--- config.mk ---
export PLATFORM = sky130hd
export DESIGN_NAME = bss_boot_select
export DESIGN_NICKNAME = d
export VERILOG_FILES = /design/src/design/bss_boot_select.v
export VERILOG_INCLUDE_DIRS = /design/src /design/src/shared
export SDC_FILE = /design/constraint.sdc
export NUM_CORES = 1
export LEC_CHECK = 0
export BUFFER_PORTS_ARGS = -buffer_cell sky130_fd_sc_hd__buf_2
export CAP_MARGIN = 20
export CORE_AREA = 4 4 64 66
export DETAILED_ROUTE_END_ITERATION = 6
export DIE_AREA = 0 0 68 70
export MAX_ROUTING_LAYER = met4
export PLACE_DENSITY = 0.76
export SYNTH_ARGS = -nofsm -noshare
export SYNTH_HDL_FRONTEND = slang
export SYNTH_SLANG_ARGS = --single-unit
--- constraint.sdc ---
create_clock -name core_clk -period 1.6 [get_ports core_clk]
set_input_delay 0.32 -clock core_clk [delete_from_list [all_inputs] [get_ports core_clk]]
set_output_delay 0.32 -clock core_clk [all_outputs]
set_load 0.02 [all_outputs]
--- src/shared/bss_defs.vh ---
`ifndef BSS_DEFS_VH
`define BSS_DEFS_VH
`define BSS_OPT_W          8
`define BSS_OPT_ERASED     8'hff
`define BSS_OPT_LOCK       0
`define BSS_OPT_CODE_INH   1
`define BSS_OPT_REBOOT_AB  4
`define BSS_OPT_REBOOT_C   5
`define BSS_OPT_CLK_HI     7
`define BSS_CHIP_W         8
`define BSS_CHIP_RST_VAL   8'h00
`define BSS_CHIP_TO_LOADER 8'h03
`define BSS_CHIP_UPDATE    8'h01
`define BSS_CHIP_SWREBOOT  7
`define BSS_BANK_RST_VAL   1'b0
`define BSS_REGION_MAIN    1'b0
`define BSS_REGION_LOADER  1'b1
`define BSS_ST_RUN         2'h0
`define BSS_ST_UPDATE      2'h1
`define BSS_ST_RESET       2'h2
`define BSS_STRAP_N        3
`define BSS_STRAP_A        0
`define BSS_STRAP_B        1
`define BSS_STRAP_C        2
`define BSS_SETTLE_W       3
`define BSS_SETTLE_LAST    3'h4
`endif

--- src/design/bss_boot_select.v ---
`timescale 1ns/10ps
`include "bss_defs.vh"
module bss_boot_select (
  core_clk,
  rst,
  strap_a_pin,
  strap_b_pin,
  strap_c_pin,
  prog_mode,
  prog_wr,
  prog_rd,
  prog_erase_all,
  prog_wdata,
  prog_rdata,
  prog_access_ok,
  chip_ctrl_wr,
  chip_ctrl_wdata,
  bank_sel_wr,
  bank_sel_wdata,
  cpu_idle,
  update_done,
  code_rd_from_ext,
  code_rd_target_int,
  boot_region,
  cpu_reset_req,
  update_busy,
  update_bank,
  chip_ctrl_reg,
  code_rd_int_allow,
  clk_high_range
);
  input                     core_clk;
  input                     rst;
  input                     strap_a_pin;
  input                     strap_b_pin;
  input                     strap_c_pin;
  input                     prog_mode;
  input                     prog_wr;
  input                     prog_rd;
  input                     prog_erase_all;
  input  [`BSS_OPT_W-1:0]   prog_wdata;
  output [`BSS_OPT_W-1:0]   prog_rdata;
  output                    prog_access_ok;
  input                     chip_ctrl_wr;
  input  [`BSS_CHIP_W-1:0]  chip_ctrl_wdata;
  input                     bank_sel_wr;
  input                     bank_sel_wdata;
  input                     cpu_idle;
  input                     update_done;
  input                     code_rd_from_ext;
  input                     code_rd_target_int;
  output                    boot_region;
  output                    cpu_reset_req;
  output                    update_busy;
  output                    update_bank;
  output [`BSS_CHIP_W-1:0]  chip_ctrl_reg;
  output                    code_rd_int_allow;
  output                    clk_high_range;

  // ----------------------------------------
  // Strap synchronisers
  // ----------------------------------------
  reg  [`BSS_STRAP_N-1:0] sync1_r;
  reg  [`BSS_STRAP_N-1:0] sync2_r;
  reg  [`BSS_STRAP_N-1:0] sync3_r;
  reg  [`BSS_STRAP_N-1:0] strap_r;
  wire [`BSS_STRAP_N-1:0] pins;
  genvar                  gi;

  assign pins = {strap_c_pin, strap_b_pin, strap_a_pin};

  generate
    for (gi = 0; gi < `BSS_STRAP_N; gi = gi + 1) begin : g_sync
      always @(posedge core_clk or posedge rst) begin
        if (rst) begin
          sync1_r[gi] <= 1'b1;
          sync2_r[gi] <= 1'b1;
          sync3_r[gi] <= 1'b1;
          strap_r[gi] <= 1'b1;
        end else begin
          sync1_r[gi] <= pins[gi];
          sync2_r[gi] <= sync1_r[gi];
          sync3_r[gi] <= sync2_r[gi];
          // Change counts only once two stages agree
          if (sync2_r[gi] == sync3_r[gi]) begin
            strap_r[gi] <= sync3_r[gi];
          end
        end
      end
    end
  endgenerate

  // ----------------------------------------
  // Option bits
  // ----------------------------------------
  reg  [`BSS_OPT_W-1:0] opt_r;
  reg  [`BSS_OPT_W-1:0] opt_nxt;
  reg  [`BSS_OPT_W-1:0] prog_rdata_r;
  reg                   prog_ok_r;
  wire                  locked;
  wire                  opt_access;

  assign locked     = ~opt_r[`BSS_OPT_LOCK];
  assign opt_access = prog_mode & ~locked;

  // Bits only fall; full erase alone raises them
  always @* begin
    opt_nxt = opt_r;
    if (prog_mode && prog_erase_all) begin
      opt_nxt = `BSS_OPT_ERASED;
    end else if (opt_access && prog_wr) begin
      opt_nxt = opt_r & prog_wdata;
    end
  end

  // Nonvolatile: reset pin leaves them alone, else the
  // reboot options could never act at the next reset
  always @(posedge core_clk) begin
    opt_r <= opt_nxt;
  end

  always @(posedge core_clk or posedge rst) begin
    if (rst) begin
      prog_rdata_r <= `BSS_OPT_ERASED;
      prog_ok_r    <= 1'b0;
    end else begin
      prog_ok_r <= opt_access;
      if (opt_access && prog_rd) begin
        prog_rdata_r <= opt_r;
      end else if (!opt_access) begin
        prog_rdata_r <= `BSS_OPT_ERASED;
      end
    end
  end

  // ----------------------------------------
  // Boot capture at reset release
  // ----------------------------------------
  reg                      boot_armed_r;
  reg  [`BSS_SETTLE_W-1:0] settle_r;
  wire                     hw_reboot;
  wire                     settle_done;

  // Straps sampled after release; reset pin is high by then in the table sense
  assign hw_reboot =
    (~opt_r[`BSS_OPT_REBOOT_AB] &
     ~strap_r[`BSS_STRAP_A] & ~strap_r[`BSS_STRAP_B]) |
    (~opt_r[`BSS_OPT_REBOOT_C] & ~strap_r[`BSS_STRAP_C]);
  assign settle_done = boot_armed_r & (settle_r == `BSS_SETTLE_LAST);

  // Decide only after the strap filter has passed the pin levels
  always @(posedge core_clk or posedge rst) begin
    if (rst) begin
      boot_armed_r <= 1'b1;
      settle_r     <= {`BSS_SETTLE_W{1'b0}};
    end else if (boot_armed_r) begin
      settle_r <= settle_r + 1'b1;
      if (settle_done) begin
        boot_armed_r <= 1'b0;
      end
    end
  end

  // ----------------------------------------
  // ISP control
  // ----------------------------------------
  localparam [1:0] ST_RUN    = `BSS_ST_RUN;
  localparam [1:0] ST_UPDATE = `BSS_ST_UPDATE;

  reg [1:0]             state_r;
  reg [`BSS_CHIP_W-1:0] chip_r;
  reg                   bank_r;
  reg                   rst_req_r;
  reg                   busy_r;
  reg                   cinh_r;
  reg                   clkhi_r;
  reg                   region_r;
  wire                  chip_run;
  wire                  sw_reboot;
  wire                  idle_loader;
  wire                  idle_update;

  // Same compare serves both idle actions
  function chip_is;
    input [`BSS_CHIP_W-1:0] value;
    input [`BSS_CHIP_W-1:0] code;
    begin
      chip_is = (value == code);
    end
  endfunction

  assign chip_run    = ~boot_armed_r & (state_r == ST_RUN);
  assign sw_reboot   = chip_run & chip_ctrl_wr &
                       chip_ctrl_wdata[`BSS_CHIP_SWREBOOT];
  assign idle_loader = chip_run & ~chip_ctrl_wr & cpu_idle &
                       chip_is(chip_r, `BSS_CHIP_TO_LOADER);
  assign idle_update = chip_run & ~chip_ctrl_wr & cpu_idle &
                       chip_is(chip_r, `BSS_CHIP_UPDATE);

  // ----------------------------------------
  // Boot region
  // ----------------------------------------
  always @(posedge core_clk or posedge rst) begin
    if (rst) begin
      region_r <= `BSS_REGION_MAIN;
    end else if (settle_done) begin
      region_r <= hw_reboot ? `BSS_REGION_LOADER : `BSS_REGION_MAIN;
    end else if (sw_reboot) begin
      region_r <= `BSS_REGION_MAIN;
    end else if (idle_loader) begin
      region_r <= `BSS_REGION_LOADER;
    end
  end

  // Bank writes from main code are ignored
  always @(posedge core_clk or posedge rst) begin
    if (rst) begin
      bank_r <= `BSS_BANK_RST_VAL;
    end else if (!boot_armed_r && bank_sel_wr && region_r == `BSS_REGION_LOADER) begin
      bank_r <= bank_sel_wdata;
    end
  end

  // ----------------------------------------
  // Chip control state
  // ----------------------------------------
  always @(posedge core_clk or posedge rst) begin
    if (rst) begin
      state_r   <= ST_RUN;
      chip_r    <= `BSS_CHIP_RST_VAL;
      rst_req_r <= 1'b0;
      busy_r    <= 1'b0;
    end else begin
      rst_req_r <= sw_reboot | idle_loader;
      if (!boot_armed_r) begin
        case (state_r)
          ST_RUN: begin
            if (sw_reboot || idle_loader) begin
              chip_r <= `BSS_CHIP_RST_VAL;
            end else if (chip_ctrl_wr) begin
              chip_r <= chip_ctrl_wdata;
            end else if (idle_update) begin
              busy_r  <= 1'b1;
              state_r <= ST_UPDATE;
            end
          end
          ST_UPDATE: begin
            if (update_done) begin
              busy_r  <= 1'b0;
              chip_r  <= `BSS_CHIP_RST_VAL;
              state_r <= ST_RUN;
            end
          end
          default: begin
            state_r <= ST_RUN;
          end
        endcase
      end
    end
  end

  // ----------------------------------------
  // Code-read guard and clock range
  // ----------------------------------------
  // One cycle late; the core must wait for it
  always @(posedge core_clk or posedge rst) begin
    if (rst) begin
      cinh_r <= 1'b1;
    end else begin
      cinh_r <= ~code_rd_target_int | ~code_rd_from_ext |
                opt_r[`BSS_OPT_CODE_INH];
    end
  end

  // Only mirrored; the programmer picks the value
  always @(posedge core_clk or posedge rst) begin
    if (rst) begin
      clkhi_r <= 1'b1;
    end else begin
      clkhi_r <= opt_r[`BSS_OPT_CLK_HI];
    end
  end

  assign prog_rdata        = prog_rdata_r;
  assign prog_access_ok    = prog_ok_r;
  assign boot_region       = region_r;
  assign cpu_reset_req     = rst_req_r;
  assign update_busy       = busy_r;
  assign update_bank       = bank_r;
  assign chip_ctrl_reg     = chip_r;
  assign code_rd_int_allow = cinh_r;
  assign clk_high_range    = clkhi_r;
endmodule

==> impl_metrics.env, run 1 <==
export IMPL_status="completed"
export IMPL_slew_violations=0
export IMPL_postRouteWirelength_um=3300
export IMPL_holdWs_ps=42.7
export IMPL_grt_max_degree=40
export IMPL_drt_iter0_drc=60
export IMPL_cap_violations=0
export IMPL_areaGrowthSynthToFinish_pct=22.4
export IMPL_vias_per_cell=5.06
export IMPL_antenna_found_initial=0
export IMPL_cp_data_arrival_time_ps=1740
export IMPL_hold_viol_final=0
export IMPL_rr_startpoint="boot_armed_r"
export IMPL_critical_path_required_ps=1860
export IMPL_fin_crit_ps=1480
export IMPL_ys_ff_latch=47
export IMPL_fin_worst_skew_ps=14.3
export IMPL_clockBufferDepth=2
export IMPL_worstSkewPairLatency_ps=360
export IMPL_worstPathMaxFanout=13
export IMPL_die_h_um=70
export IMPL_postCtsSetupRepairBufs=0
export IMPL_drtPass1Iterations=4
export IMPL_start_util=0.476
export IMPL_die_x_um=68
export IMPL_critPathSlowestCell="dfstp_2"
export IMPL_critPathKind="flop to flop"
export IMPL_dp_hpwl_um=2420
export IMPL_setup_viol=0
export IMPL_switching_share=0.266
export IMPL_r2r_cells=3
export IMPL_end_kind="flop"
export IMPL_power_mw=2.15
export IMPL_power_clock_fraction=0.244
export IMPL_final_net_count=225
export IMPL_final_common_cell="buf_2"
export IMPL_p_switching_mw=0.571
export IMPL_vias=1215
export IMPL_setup_worst_path_start_class="flop"
export IMPL_design_area_um2=2090
export IMPL_io_pins=55
export IMPL_worst_slew_pin_slew_ps=679
export IMPL_track_usage=0.159
export IMPL_synth_area_per_cell_um2=12.8
export IMPL_seqPwrFrac=0.627
export IMPL_hold_path_class="input port to asynchronous set/reset pin"
export IMPL_p_per_area_nw_per_um2=1030
export IMPL_timing_rr_end="chip_ctrl_reg[0]"
export IMPL_peakVddDrop_mv=0.502
export IMPL_die_area_um2=4760
export IMPL_ant_nets=0
export IMPL_dp_slack_ps=144
export IMPL_grt_pass1_wl_um=5510
export IMPL_place_congestion=0.885
export IMPL_setup_slack_ps=121
export IMPL_setup_tns_ps=0
export IMPL_synth_cell_types=30
export IMPL_port_buffers=54
export IMPL_power_frac_comb=0.129
export IMPL_p_int_mw=1.58
export IMPL_yosysWarnings=0
export IMPL_core_area_um2=3580
export IMPL_hold_buffers=0
export IMPL_core_rowCount=22
export IMPL_n_antenna_cell=0
export IMPL_ys_seq_area_frac=0.684
export IMPL_syn_inst=133
export IMPL_wl_per_cell_um=13.7
export IMPL_gr_total_overflow=0
export IMPL_syn_area_um2=1700
export IMPL_crit_chain="nor4b_1 > nand4_1 > a32o_1"
export IMPL_grt_pass1_vias=1253
export IMPL_r2r_slack_ps=120
export IMPL_clock_sinks=47
export IMPL_drive_gt1_frac=0.464
export IMPL_cts_clk_slew_worst_paths_ps=130
export IMPL_placed_cell_area_um2=2030
export IMPL_relSlewSlack=0.546
export IMPL_synth_nets=167
export IMPL_rsz0062_at_grt="false"
export IMPL_cts_max_level=2
export IMPL_cts_made_buffers=5
export IMPL_finalCritPeriodShare=0.925
export IMPL_remaining_drc_errors=0
export IMPL_cts_root_buf="clkbuf_4"
export IMPL_max_stage_delay_ps=450
export IMPL_cts_tree="done"
export IMPL_fmax_mhz=676
export IMPL_leakage_nw=0.980
export IMPL_most_common_layout_cells="54 x buf_2, 23 x dfstp_2, 22 x nand2_1, 16 x dfrtp_1, 10 x o21ai_0"
==> worst max path at each step <==
stage                 start                to  slack, ps  cells after the start
6_report       boot_armed_r  chip_ctrl_reg[0]        120                      3
5_1_grt        boot_armed_r  chip_ctrl_reg[0]          9                      3
4_1_cts        boot_armed_r  chip_ctrl_reg[0]        130                      3
3_5_place_dp   boot_armed_r  chip_ctrl_reg[0]        140                      3
3_3_place_gp   boot_armed_r  chip_ctrl_reg[0]        190                      3
2_1_floorplan   update_busy  chip_ctrl_reg[0]        170                      3
==> per-layer routing <==
layer  global-route usage  wire length [um]  vias up
met3               0.0386               181       10
met5                    -                 0        -
met4               0.0927               102        0
li1                     -                 -      581
met1                0.181              1290      589
met2                0.251              1720       35
==> metrics by stage <==
step,cells,util
CTS,240,0.581
global placement,232,0.566
global route,240,0.583
floorplan,133,-
detailed placement,232,0.566
finish,240,0.583
==> logic make-up after synthesis <==
| kind of cell | count (synthesis) | share of synthesized area |
|---|---|---|
| buffers and inverters | 8 | 0.0176 |
| muxes | 9 | 0.0536 |
| xor gates and xnor gates | 2 | 0.0103 |
| DFF | 47 | 0.684 |
| and+or+nand+nor | 40 | 0.114 |
| adders and majority gates | 5 | 0.0323 |
| AOI/OAI and AO/OA | 22 | 0.0888 |
==> critical path: cells and delay by family, from the launching register on <==
| family | cells | cell delay [ps] |
|---|---|---|
| AO/OA/AOI/OAI | 1 | 300 |
| flip-flops | 1 | 450 |
| AND/OR/NAND/NOR | 2 | 640 |
==> cells in the mapped netlist (all sizes together) <==
library cell  instances  share of area
nor3                  1         0.0029
o32ai                 1         0.0051
or2                   1         0.0037
dfstp                23           0.35
a22o                  5          0.026
nor2                  4         0.0088
clkbuf                4         0.0088
dfxtp                 8          0.094
nand2                22          0.048
mux2i                 8          0.047
mux2                  1         0.0066
maj3                  3          0.018
inv                   4         0.0088
a21boi                1         0.0044
nand3b                1         0.0044
a32o                  2          0.012
xnor2                 1         0.0051
dfrtp                16           0.23
a31oi                 1         0.0037
and2                  2         0.0073
nor4b                 3          0.019
o31ai                 1         0.0044
xor2                  1         0.0051
nand4                 1         0.0037
nand3                 4          0.012
ha                    2          0.015
a211oi                1         0.0044
and3                  1         0.0037
o21ai                10          0.029
==> area by class of cell <==
| type | instances | area [um2] |
|---|---|---|
| fillers | 315 | 1490 |
| flip-flops and latches | 47 | 1160 |
| multi-input cells | 78 | 515 |
| repair buffers | 55 | 278 |
| well taps | 48 | 60.1 |
| clock buffers | 5 | 37.5 |
| clock inverters | 3 | 15.0 |
| inverters | 4 | 15.0 |
==> timing repair <==
action	4_1_cts	5_1_grt
resized for setup	0	1
endpoints found under the setup margin	0	1
endpoints found under the hold margin	0	0
==> power groups by stage <==
stage	registers, mW	clock network [mW]	logic (mW)
after floorplan	1.41	0	0.117
after CTS	1.35	0.549	0.280
after global placement	1.36	0	0.271
after global routing	1.36	0.605	0.309
final	1.35	0.524	0.277
after detailed placement	1.37	0	0.280
No activity file was read; power rests on OpenSTA's default activity.
==> inputs of run 2 (changes only) <==
--- a/config.mk
+++ b/config.mk
@@ -7,12 +7,12 @@
 export NUM_CORES = 1
 export LEC_CHECK = 0
 export BUFFER_PORTS_ARGS = -buffer_cell sky130_fd_sc_hd__buf_2
-export CAP_MARGIN = 20
-export CORE_AREA = 4 4 64 66
+export CORE_AREA = 4 4 63 65
+export CTS_BUF_LIST = sky130_fd_sc_hd__clkbuf_8
 export DETAILED_ROUTE_END_ITERATION = 6
-export DIE_AREA = 0 0 68 70
+export DIE_AREA = 0 0 67 69
 export MAX_ROUTING_LAYER = met4
-export PLACE_DENSITY = 0.76
+export PLACE_DENSITY = 0.79
 export SYNTH_ARGS = -nofsm -noshare
 export SYNTH_HDL_FRONTEND = slang
 export SYNTH_SLANG_ARGS = --single-unit
==> run 2 against run 1 <==
  * Non-clock buffer count rose by 2
  * Setup slack improved by 81 ps
  * Register-to-register slack improved by 80 ps
==> impl_metrics.env, run 2 (synthesis gave the netlist of run 1 again) <==
export IMPL_status="completed"
export IMPL_setup_worst_path_start_class="flop"
export IMPL_drtPass1Iterations=4
export IMPL_fin_crit_ps=1400
export IMPL_cts_clk_slew_worst_paths_ps=90
export IMPL_postRouteWirelength_um=3420
export IMPL_port_buffers=54
export IMPL_setup_tns_ps=0
export IMPL_r2r_cells=3
export IMPL_drive_gt1_frac=0.474
export IMPL_postCtsSetupRepairBufs=0
export IMPL_io_pins=55
export IMPL_n_antenna_cell=0
export IMPL_end_kind="flop"
export IMPL_track_usage=0.161
export IMPL_cp_num_buf_inv=0
export IMPL_holdWs_ps=107
export IMPL_clock_sinks=47
export IMPL_cp_endpoint="chip_ctrl_reg[0]"
export IMPL_vias=1246
export IMPL_start_util=0.511
export IMPL_ant_nets=0
export IMPL_final_net_count=227
export IMPL_worstPathMaxFanout=3
export IMPL_peakVddDrop_mv=0.646
export IMPL_timing_rr_end="chip_ctrl_reg[0]"
export IMPL_die_h_um=69
export IMPL_die_x_um=67
export IMPL_final_common_cell="buf_2"
export IMPL_relSlewSlack=0.691
export IMPL_rsz0062_at_grt="false"
export IMPL_critical_path_required_ps=1800
export IMPL_cpLargestDelayFamily="simple AND/OR/NAND/NOR gates"
export IMPL_fmax_mhz=715
export IMPL_p_per_area_nw_per_um2=1150
export IMPL_cts_made_buffers=5
export IMPL_place_inst=232
export IMPL_rr_startpoint="chip_ctrl_reg[2]"
export IMPL_path_depth=3
export IMPL_crit_chain="nor3_1 > nand4_1 > a32o_1"
export IMPL_fillers=274
export IMPL_remaining_drc_errors=0
export IMPL_vias_per_cell=5.19
export IMPL_grt_max_degree=40
export IMPL_core_area_um2=3340
export IMPL_grt_pass1_vias=1271
export IMPL_ctsResizeCount=0
export IMPL_clockBufferDepth=2
export IMPL_wl_per_cell_um=14.2
export IMPL_fin_worst_skew_ps=8.27
export IMPL_hold_viol_final=0
export IMPL_dp_hpwl_um=2550
export IMPL_grt_pass1_wl_um=5590
export IMPL_core_rowCount=21
export IMPL_critPathKind="flop to flop"
export IMPL_hold_path_class="input port to asynchronous set/reset pin"
export IMPL_die_area_um2=4620
export IMPL_place_congestion=0.746
export IMPL_antenna_found_initial=0
export IMPL_worstSkewPairLatency_ps=300
export IMPL_leakage_nw=1.01
export IMPL_gr_total_overflow=0
export IMPL_max_stage_delay_ps=410
export IMPL_r2r_slack_ps=200
export IMPL_areaGrowthSynthToFinish_pct=27.2
export IMPL_power_mw=2.49
export IMPL_cp_data_arrival_time_ps=1600
export IMPL_hold_buffers=0
export IMPL_critPathSlowestCell="dfrtp_1"
export IMPL_drt_iter0_drc=42
export IMPL_most_common_layout_cells="54 x buf_2, 23 x dfstp_2, 22 x nand2_1, 16 x dfrtp_1, 10 x o21ai_0"
export IMPL_design_area_um2=2170
export IMPL_startpoint="chip_ctrl_reg[2]"
export IMPL_worst_slew_pin_slew_ps=464
export IMPL_layout_cells_non_filler=240
export IMPL_placed_cell_area_um2=2040
export IMPL_finalCritPeriodShare=0.874
export IMPL_cap_violations=0
export IMPL_cts_max_level=2
export IMPL_setup_viol=0
export IMPL_cts_tree="done"
export IMPL_cts_root_buf="clkbuf_8"
export IMPL_slew_violations=0
==> run 2: changes by cell type in the layout (fill, tap and decap cells not counted) <==
cell	before	now
buf_4	1	3
bufinv_16	0	1
clkbuf_4	5	0
clkbuf_8	0	5
clkinv_2	3	0
clkinvlp_4	0	1
inv_6	0	1
nor4b_1	1	0
nor4b_2	2	3
==> run 2: power breakdown <==
part	leakage [nW]	switching [mW]	internal, mW
clock network	0.0548	0.392	0.470
registers	0.521	0.0490	1.30
logic	0.438	0.164	0.119
==> run 2: final cells by class <==
class / count / area, um2 / area share
multi-input cells: 78 / 522 / 0.241
inverters: 4 / 15.0 / 0.00693
repair buffers: 57 / 293 / 0.135
clock inverters: 3 / 46.3 / 0.0214
flip-flops and latches: 47 / 1160 / 0.538
clock buffers: 5 / 68.8 / 0.0318
well taps: 46 / 57.6 / 0.0266
==> run 2: worst min path at each step <==
stage,startpoint,endpoint,slack (ps),cells past startpoint
2_1_floorplan,opt_r[7],clk_high_range,310,0
3_3_place_gp,opt_r[7],clk_high_range,310,0
3_5_place_dp,opt_r[7],clk_high_range,320,0
4_1_cts,strap_a_pin,sync1_r[0],90,1
5_1_grt,strap_a_pin,sync1_r[0],90,1
6_report,rst,chip_ctrl_reg[3],110,3
==> run 2: stage by stage <==
stage / util / worst slack, ps
detailed placement: 0.611 / 82.0
global placement: 0.611 / 193
global route: 0.649 / 101
floorplan: - / 168
CTS: 0.646 / 73.1
finish: 0.649 / 201
==> run 2: worst reg2reg max path, cell delays in order, from the launching register on <==
cell and delay [ps]:
dfrtp_1 410, nor3_1 350, nand4_1 230, a32o_1 300
==> run 2: metal layers <==
metal	GRT usage	up-vias	part of all wire
met4	0.0766	0	0.025
met1	0.200	594	0.42
li1	-	581	-
met2	0.245	61	0.47
met5	-	-	0
met3	0.0373	10	0.092
